--- src/hw/ctc_pkg.sv ---
// Package: constants, field layout and types of the chopper timing block
// Behaviour
// - Data bits 19..17 = 100 select chopper config
// - Blank code selects 16, 24, 36, 54 clocks
// - Bit 14 picks hysteresis or constant off-time
// - Constant off-time: fast decay follows on; stops at negative current
// - Bit 13 randomly modulates slow decay length
// - Hysteresis decrement period 16, 32, 48, 64
// - Bit 12 set: only timer ends fast decay
// - End code maps to hysteresis -3..12
// - Constant off-time: end code is sine offset
// - Start offset equals start code plus one
// - Fast decay lasts 32 clocks per unit
// - Off-time zero disables driver, bridges off
// - Slow decay lasts 24 plus 32 times code
package ctc_pkg;

	// ------------------------------------------------------------------
	// Register map
	// ------------------------------------------------------------------
	localparam logic [3:0] CTC_OFS_CFG = 4'h0;
	localparam logic [3:0] CTC_OFS_STAT = 4'h4;
	localparam logic [2:0] CTC_CFG_SELECT = 3'h4;
	localparam logic [19:0] CTC_CFG_RESET = 20'h80000;
	localparam logic [1:0] CTC_RESP_OKAY = 2'h0;
	localparam logic [1:0] CTC_RESP_SLVERR = 2'h2;

	// ------------------------------------------------------------------
	// Timing counts, in system clocks, and hysteresis end bias
	// ------------------------------------------------------------------
	localparam logic [9:0] CTC_BLANK_0 = 10'h010;
	localparam logic [9:0] CTC_BLANK_1 = 10'h018;
	localparam logic [9:0] CTC_BLANK_2 = 10'h024;
	localparam logic [9:0] CTC_BLANK_3 = 10'h036;
	localparam logic [6:0] CTC_DECR_UNIT = 7'h10;
	localparam logic [9:0] CTC_FAST_UNIT = 10'h020;
	localparam logic [9:0] CTC_SLOW_BASE = 10'h018;
	localparam logic [9:0] CTC_SLOW_UNIT = 10'h020;
	localparam logic [9:0] CTC_RND_BIAS = 10'h00C;
	localparam logic signed [5:0] CTC_HYST_END_VAL_BIAS = 6'sh03;

	// ------------------------------------------------------------------
	// Types
	// ------------------------------------------------------------------
	typedef struct packed {
		logic [2:0] reg_sel;
		logic [1:0] blank_time_sel;
		logic chop_algo_sel;
		logic random_off_en;
		logic [1:0] hyst_decr_sel;
		logic [3:0] hyst_end_val;
		logic [2:0] hyst_start_val;
		logic [3:0] off_time;
	} ctc_cfg_t;

	typedef struct packed {
		logic drv_en;
		logic on_phase;
		logic fast_decay;
		logic slow_decay;
	} ctc_bridge_t;

	typedef enum logic [1:0] {
		CTC_ST_OFF,
		CTC_ST_ON,
		CTC_ST_FAST,
		CTC_ST_SLOW
	} ctc_state_t;

endpackage : ctc_pkg

--- src/hw/ctc_top.sv ---
// Chopper timing core with AXI4-Lite configuration access
//
// The placing of the registers and the AXI4-Lite slave port were chosen for this implementation.
`timescale 1ns/100ps
`default_nettype none
module ctc_top (
	input wire logic i_ref_clk,
	input wire logic i_rst_n,
	input wire logic [3:0] i_awaddr,
	input wire logic i_awvalid,
	output logic o_awready,
	input wire logic [31:0] i_wdata,
	input wire logic [3:0] i_wstrb,
	input wire logic i_wvalid,
	output logic o_wready,
	output logic [1:0] o_bresp,
	output logic o_bvalid,
	input wire logic i_bready,
	input wire logic [3:0] i_araddr,
	input wire logic i_arvalid,
	output logic o_arready,
	output logic [31:0] o_rdata,
	output logic [1:0] o_rresp,
	output logic o_rvalid,
	input wire logic i_rready,
	input wire logic i_cur_reached,
	input wire logic i_neg_nominal,
	output ctc_pkg::ctc_bridge_t o_bridge,
	output logic signed [5:0] o_hyst,
	output logic signed [5:0] o_sine_ofs
);
	import ctc_pkg::*;

	// ------------------------------------------------------------------
	// Helpers
	// ------------------------------------------------------------------
	function automatic logic [9:0] blank_len(input logic [1:0] sel);
		case (sel)
			2'h0: blank_len = CTC_BLANK_0;
			2'h1: blank_len = CTC_BLANK_1;
			2'h2: blank_len = CTC_BLANK_2;
			default: blank_len = CTC_BLANK_3;
		endcase
	endfunction : blank_len

	function automatic logic signed [5:0] end_val(input logic [3:0] c);
		end_val = $signed({2'h0, c}) - CTC_HYST_END_VAL_BIAS;
	endfunction : end_val

	// ------------------------------------------------------------------
	// Reset release and input synchronisers
	// ------------------------------------------------------------------
	logic rst_s1_r;
	logic rst_n_r;
	logic [1:0] cmp_s1_r;
	logic [1:0] cmp_s2_r;

	always_ff @(posedge i_ref_clk or negedge i_rst_n) begin
		if (!i_rst_n) begin
			rst_s1_r <= 1'b0;
			rst_n_r <= 1'b0;
		end else begin
			rst_s1_r <= 1'b1;
			rst_n_r <= rst_s1_r;
		end
	end

	always_ff @(posedge i_ref_clk or negedge rst_n_r) begin
		if (!rst_n_r) begin
			cmp_s1_r <= 2'h0;
			cmp_s2_r <= 2'h0;
		end else begin
			cmp_s1_r <= {i_neg_nominal, i_cur_reached};
			cmp_s2_r <= cmp_s1_r;
		end
	end

	wire logic cur_hit = cmp_s2_r[0];
	wire logic neg_hit = cmp_s2_r[1];

	// ------------------------------------------------------------------
	// AXI4-Lite write channel
	// ------------------------------------------------------------------
	ctc_cfg_t cfg_r;
	logic aw_have_r;
	logic w_have_r;
	logic [3:0] aw_addr_r;
	logic [31:0] w_data_r;
	logic [3:0] w_strb_r;

	wire logic aw_take = i_awvalid && o_awready;
	wire logic w_take = i_wvalid && o_wready;
	wire logic do_write = aw_have_r && w_have_r && !o_bvalid;
	wire logic cfg_hit = (aw_addr_r == CTC_OFS_CFG) && (&w_strb_r[2:0])
		&& (w_data_r[19:17] == CTC_CFG_SELECT);

	always_ff @(posedge i_ref_clk or negedge rst_n_r) begin
		if (!rst_n_r) begin
			aw_have_r <= 1'b0;
			aw_addr_r <= 4'h0;
			o_awready <= 1'b0;
		end else begin
			if (aw_take) begin
				aw_have_r <= 1'b1;
				aw_addr_r <= i_awaddr;
			end else if (do_write) begin
				aw_have_r <= 1'b0;
			end
			o_awready <= !aw_take && (!aw_have_r || do_write);
		end
	end

	always_ff @(posedge i_ref_clk or negedge rst_n_r) begin
		if (!rst_n_r) begin
			w_have_r <= 1'b0;
			w_data_r <= 32'h0;
			w_strb_r <= 4'h0;
			o_wready <= 1'b0;
		end else begin
			if (w_take) begin
				w_have_r <= 1'b1;
				w_data_r <= i_wdata;
				w_strb_r <= i_wstrb;
			end else if (do_write) begin
				w_have_r <= 1'b0;
			end
			o_wready <= !w_take && (!w_have_r || do_write);
		end
	end

	// Configuration store; words without the select pattern are refused
	always_ff @(posedge i_ref_clk or negedge rst_n_r) begin
		if (!rst_n_r) begin
			cfg_r <= CTC_CFG_RESET;
		end else if (do_write && cfg_hit) begin
			cfg_r <= ctc_cfg_t'(w_data_r[19:0]);
		end
	end

	always_ff @(posedge i_ref_clk or negedge rst_n_r) begin
		if (!rst_n_r) begin
			o_bvalid <= 1'b0;
			o_bresp <= CTC_RESP_OKAY;
		end else if (do_write) begin
			o_bvalid <= 1'b1;
			o_bresp <= cfg_hit ? CTC_RESP_OKAY : CTC_RESP_SLVERR;
		end else if (i_bready) begin
			o_bvalid <= 1'b0;
		end
	end

	// ------------------------------------------------------------------
	// Chopper state
	// ------------------------------------------------------------------
	ctc_state_t st_r;
	logic [9:0] tmr_r;
	logic [9:0] blank_r;
	logic [6:0] dec_r;
	logic signed [5:0] hyst_r;
	logic [3:0] rnd;

	ctc_lfsr u_lfsr (
		.i_clk(i_ref_clk),
		.i_rst_n(rst_n_r),
		.o_rnd(rnd)
	);

	wire logic [3:0] fast_code = {cfg_r.hyst_decr_sel[0],
		cfg_r.hyst_start_val};
	wire logic [9:0] fast_len = 10'(fast_code * CTC_FAST_UNIT);
	wire logic [9:0] slow_fix = 10'(CTC_SLOW_BASE
		+ cfg_r.off_time * CTC_SLOW_UNIT);
	wire logic [9:0] slow_len = cfg_r.random_off_en
		? 10'(slow_fix + {6'h0, rnd} - CTC_RND_BIAS) : slow_fix;
	wire logic blank_done = (blank_r == 10'h0);
	wire logic chop_off = (cfg_r.off_time == 4'h0);
	wire logic const_mode = cfg_r.chop_algo_sel;
	wire logic fast_cmp_end = !cfg_r.hyst_decr_sel[1]
		&& blank_done && neg_hit;
	wire logic [6:0] dec_len = 7'((cfg_r.hyst_decr_sel + 7'h1)
		* CTC_DECR_UNIT);
	wire logic signed [5:0] hyst_end = end_val(cfg_r.hyst_end_val);
	wire logic signed [5:0] hyst_top = hyst_end
		+ $signed({3'h0, cfg_r.hyst_start_val}) + 6'sh01;
	wire logic cycle_start = (st_r == CTC_ST_SLOW && tmr_r == 10'h0)
		|| (st_r == CTC_ST_OFF && !chop_off);

	// Phase sequencing
	always_ff @(posedge i_ref_clk or negedge rst_n_r) begin
		if (!rst_n_r) begin
			st_r <= CTC_ST_OFF;
			tmr_r <= 10'h0;
		end else if (chop_off) begin
			st_r <= CTC_ST_OFF;
			tmr_r <= 10'h0;
		end else begin
			case (st_r)
				CTC_ST_OFF: begin
					st_r <= CTC_ST_ON;
				end
				CTC_ST_ON: begin
					if (blank_done && cur_hit) begin
						if (const_mode && fast_len != 10'h0) begin
							st_r <= CTC_ST_FAST;
							tmr_r <= fast_len - 10'h1;
						end else begin
							st_r <= CTC_ST_SLOW;
							tmr_r <= slow_len - 10'h1;
						end
					end
				end
				CTC_ST_FAST: begin
					if (tmr_r == 10'h0 || fast_cmp_end) begin
						st_r <= CTC_ST_SLOW;
						tmr_r <= slow_len - 10'h1;
					end else begin
						tmr_r <= tmr_r - 10'h1;
					end
				end
				CTC_ST_SLOW: begin
					if (tmr_r == 10'h0) begin
						st_r <= CTC_ST_ON;
					end else begin
						tmr_r <= tmr_r - 10'h1;
					end
				end
				default: begin
					st_r <= CTC_ST_OFF;
				end
			endcase
		end
	end

	// Blanking restarts on each switching event into on or fast decay
	always_ff @(posedge i_ref_clk or negedge rst_n_r) begin
		if (!rst_n_r) begin
			blank_r <= 10'h0;
		end else if (cycle_start || (st_r == CTC_ST_ON && blank_done
			&& cur_hit && const_mode)) begin
			blank_r <= blank_len(cfg_r.blank_time_sel) - 10'h1;
		end else if (!blank_done) begin
			blank_r <= blank_r - 10'h1;
		end
	end

	// Hysteresis ramp from start+end down to end
	always_ff @(posedge i_ref_clk or negedge rst_n_r) begin
		if (!rst_n_r) begin
			hyst_r <= 6'sh00;
			dec_r <= 7'h0;
		end else if (cycle_start) begin
			hyst_r <= hyst_top;
			dec_r <= dec_len - 7'h1;
		end else if (dec_r == 7'h0) begin
			dec_r <= dec_len - 7'h1;
			if (hyst_r > hyst_end) begin
				hyst_r <= hyst_r - 6'sh01;
			end else begin
				hyst_r <= hyst_end;
			end
		end else begin
			dec_r <= dec_r - 7'h1;
		end
	end

	// ------------------------------------------------------------------
	// Registered outputs
	// ------------------------------------------------------------------
	always_ff @(posedge i_ref_clk or negedge rst_n_r) begin
		if (!rst_n_r) begin
			o_bridge <= '0;
		end else begin
			o_bridge.drv_en <= !chop_off && st_r != CTC_ST_OFF;
			o_bridge.on_phase <= !chop_off && st_r == CTC_ST_ON;
			o_bridge.fast_decay <= !chop_off && st_r == CTC_ST_FAST;
			o_bridge.slow_decay <= !chop_off && st_r == CTC_ST_SLOW;
		end
	end

	always_ff @(posedge i_ref_clk or negedge rst_n_r) begin
		if (!rst_n_r) begin
			o_hyst <= 6'sh00;
			o_sine_ofs <= 6'sh00;
		end else begin
			o_hyst <= const_mode ? 6'sh00 : hyst_r;
			o_sine_ofs <= const_mode ? hyst_end : 6'sh00;
		end
	end

	// ------------------------------------------------------------------
	// AXI4-Lite read channel
	// ------------------------------------------------------------------
	wire logic ar_take = i_arvalid && o_arready;

	always_ff @(posedge i_ref_clk or negedge rst_n_r) begin
		if (!rst_n_r) begin
			o_arready <= 1'b0;
			o_rvalid <= 1'b0;
			o_rdata <= 32'h0;
			o_rresp <= CTC_RESP_OKAY;
		end else begin
			o_arready <= !ar_take && !(o_rvalid && !i_rready);
			if (ar_take) begin
				o_rvalid <= 1'b1;
				o_rresp <= CTC_RESP_OKAY;
				case (i_araddr)
					CTC_OFS_CFG: o_rdata <= {12'h0, cfg_r};
					CTC_OFS_STAT: o_rdata <= {21'h0, hyst_r,
						o_bridge.drv_en, 2'(st_r), 2'h0};
					default: begin
						o_rdata <= 32'h0;
						o_rresp <= CTC_RESP_SLVERR;
					end
				endcase
			end else if (i_rready) begin
				o_rvalid <= 1'b0;
			end
		end
	end

endmodule : ctc_top
`default_nettype wire

--- src/hw/ctc_lfsr.sv ---
// Pseudo-random source for off-time modulation
`timescale 1ns/100ps
`default_nettype none
module ctc_lfsr (
	input wire logic i_clk,
	input wire logic i_rst_n,
	output logic [3:0] o_rnd
);
	import ctc_pkg::*;

	logic [15:0] lfsr_r;

	// Maximal-length 16-bit sequence, free running
	always_ff @(posedge i_clk or negedge i_rst_n) begin
		if (!i_rst_n) begin
			lfsr_r <= 16'hACE1;
		end else begin
			lfsr_r <= {lfsr_r[14:0],
				lfsr_r[15] ^ lfsr_r[13] ^ lfsr_r[12] ^ lfsr_r[10]};
		end
	end

	always_ff @(posedge i_clk or negedge i_rst_n) begin
		if (!i_rst_n) begin
			o_rnd <= 4'h0;
		end else begin
			o_rnd <= lfsr_r[3:0];
		end
	end

endmodule : ctc_lfsr
`default_nettype wire

--- config.mk ---
export PLATFORM = sky130hd
export DESIGN_NAME = ctc_top
export DESIGN_NICKNAME = d
export VERILOG_FILES = /design/src/hw/ctc_pkg.sv /design/src/hw/ctc_top.sv /design/src/hw/ctc_lfsr.sv
export SDC_FILE = /design/constraint.sdc
export NUM_CORES = 1
export LEC_CHECK = 0
export ABC_CLOCK_PERIOD_IN_PS = 5900
export BUFFER_PORTS_ARGS = -buffer_cell sky130_fd_sc_hd__buf_2
export CORE_ASPECT_RATIO = 2
export CORE_UTILIZATION = 45
export CTS_CLUSTER_DIAMETER = 150
export DETAILED_ROUTE_END_ITERATION = 16
export MAX_ROUTING_LAYER = met4
export PLACE_DENSITY = 0.71
export SYNTH_ARGS = -nofsm -noshare
export SYNTH_HDL_FRONTEND = slang
export SYNTH_SLANG_ARGS = --single-unit
--- constraint.sdc ---
create_clock -name i_ref_clk -period 5.9 [get_ports i_ref_clk]
set_input_delay 0.59 -clock i_ref_clk [delete_from_list [all_inputs] [get_ports i_ref_clk]]
set_output_delay 0.59 -clock i_ref_clk [all_outputs]
set_load 0.02 [all_outputs]
==> flow_summary.ini <==
[global_routing]
antenna_found_initial = 0
grt_pass1_wl_mm = 25.9
grt_pass1_vias = 5289
grt_start_max_net_pins = 83
grt_overflow = 0
track_usage_pct = 21.5

[cells_and_area]
drive_gt1_share_pct = 25.6
fin_util_pct = 53.3
layout.nets = 787
diodes = 0
final_cells = 920
areaGrowthSynthToFinish_pct = 15.6

[setup_path]
critPathRequiredTime_ps = 6250
cp.arrival_ps = 4070
endpoint_kind = register
worst-setup-path-type = reg2reg
path_delay_family = compound AO/OA/AOI/OAI gates
cp_common_cell = ha_1
slowest_delay_ps = 900
crit_buf_inv = 1
crit_path_max_fanout = 12
crit_chain = ha_1, nor3_1, inv_1, ha_1, nand4_1, o21bai_1, a41oi_1, mux2i_1, a221o_1, a21oi_1
start_kind = register
cp_slowest_cell = a41oi_1

[power_and_ir_drop]
power_density_nw_per_um2 = 397
ir_drop_mv = 0.284
comb_power_share_pct = 22.6
cell_internal_pwr_w = 0.00221
pwr-share-seq_pct = 43.7
leakage_nw = 3.92
sw_frac_of_total_pct = 31.8
p_clk_share_pct = 33.7
fin_total_pwr_w = 0.00323
p_switching_w = 0.00103

[timing]
clock.fmax_mhz = 269
min_period_over_period_pct = 63.1
setup-tns-final_ps = 0
layout_setup_ws_ps = 2180
slew_headroom_pct = 22.4
min_period_ps = 3720
tightest_slew_ps = 1150
finalClockSkew_ps = 8.40
finalMaxSlewViolations = 0
setup_viol = 0
hold_violations = 0
rsz0062_at_grt = false

[logic_synthesis]
ys_seq_area_share_pct = 52.7
synth_top_area_share_pct = 49.3
synth_most_common_cell = dfrtp_1
synthDistinctLibCells = 70
synthArstFlopShare_pct = 100
synthFlopType = dfrtp_1
synth_area_leaders = dfrtp_1 49%, mux2_2 7.2%, ha_1 4.3%
netlist_instances = 632
ys_ff_latch = 148
yosysTopAreaCell = dfrtp_1
syn_area_per_cell_um2 = 11.2
synth_edf_count = 0
yosysWarnings = 0
netlist_area_um2 = 7050
ys_top_cells_by_count = 139 x dfrtp_1, 60 x nand2_1, 45 x mux2_2

[route]
wl_per_cell_um = 17.3
vias = 5127
ant_nets = 0
route.detailed.drc = 0
viasPerCell = 5.57
drt_iter0_markers = 278
totalWireLength_mm = 15.9
dr.pass1.iters = 5

[clock_network]
htree_levels = 4
root_buffer = clkbuf_16
clockBufferDepth = 2
post_cts_buffers = 0
ctsResizeCount = 0
cts.sinks = 148
insertion_delay_ps = 430
clk_pin_slew_ps = 60
cts_buffers = 17
cts_tree = done

[place]
dp_cells = 887
portBuffers = 82
place_ws_ps = 2250
hpwl_mm = 11.6
place_congestion = 0.893

[die]
io_pins = 110
die_y_um = 179
die_x_um = 90.5
core_area_um2 = 15300
dieArea_um2 = 16200
placementRows = 64
start_util_pct = 46.1

[outcome]
status = complete, no violations

[job]
maxCapViolCount = 0

[hold_path]
min_path_type = in2reg
-- path summary, 6_finish.rpt --
check,depth (start not counted),slack [ps],start,end
max in group asynchronous,1,4000,rst_n_r,cmp_s2_r[0]
min,1,260,i_cur_reached,cmp_s1_r[0]
min in group asynchronous,2,470,i_rst_n,rst_n_r
min reg2reg,0,350,u_lfsr.lfsr_r[8],u_lfsr.lfsr_r[9]
max reg2reg,10,2180,cfg_r[7],hyst_r[4]
max,10,2180,cfg_r[7],hyst_r[4]
-- registers in the layout, summed over array words and instances (netlist names), 7 cells and up --
register,flops
blank_r,10
cfg_r,19
dec_r,7
o_rdata,20
tmr_r,10
u_lfsr.lfsr_r,16
w_data_r,20
-- logic make-up (layout without fill, tap and decap cells) --
logic type | Yosys count | count (layout) | share of synthesized area (%)
adder cells (fa/ha/maj) | 25 | 25 | 4.54
XOR/XNOR | 28 | 28 | 3.48
multiplexers | 62 | 62 | 9.60
AND/OR/NAND/NOR | 185 | 185 | 13.0
flip-flops | 148 | 148 | 52.7
AO/OA/AOI/OAI | 109 | 109 | 11.4
other | 2 | 15 | 0.106
buffers and inverters | 73 | 150 | 5.18
-- what timing repair did --
action	in CTS	in global routing
setup endpoints to repair	0	0
endpoints found under the hold margin	2	0
hold buffers	1	0
-- per-layer routing --
metal,track usage [%],routed length (µm),part of all wire [%]
met5,-,0,0
met4,15.1,819,5.1
met3,3.82,683,4.3
met2,37.4,8530,54
met1,21.8,5870,37
-- area by class of cell --
class	instances	area [µm²]
Clock buffer	18	429
Clock inverter	14	168
Fill cell	1347	7140
Inverter	30	113
Multi-Input combinational cell	424	3020
Sequential cell	148	3720
Tap cell	198	248
Timing Repair Buffer	88	458
-- through the flow --
stage                     cell area, µm²  hold slack [ps]
final                               8150              265
after global routing                8150              251
after CTS                           8150              252
after detailed placement            7550              337
after global placement              7550              334
after floorplan                     7100              294
-- placed cells by master, fill, tap and decap left out, types with 19 or more instances in the layout --
cell and instances:
a21oi_1 19, buf_2 82, dfrtp_1 138, ha_1 24, inv_1 30, mux2_2 45, nand2_1 60, nor2_1 36
-- power groups by stage --
stage          registers (W)  clock network [W]  logic (W)
3_3_place_gp         0.00141                  0   0.000696
5_1_grt              0.00144            0.00116   0.000812
6_report             0.00141            0.00109   0.000731
4_1_cts              0.00141            0.00111   0.000738
3_5_place_dp         0.00143                  0   0.000733
2_1_floorplan        0.00141                  0   0.000544
No activity file was read; power rests on OpenSTA's default activity.
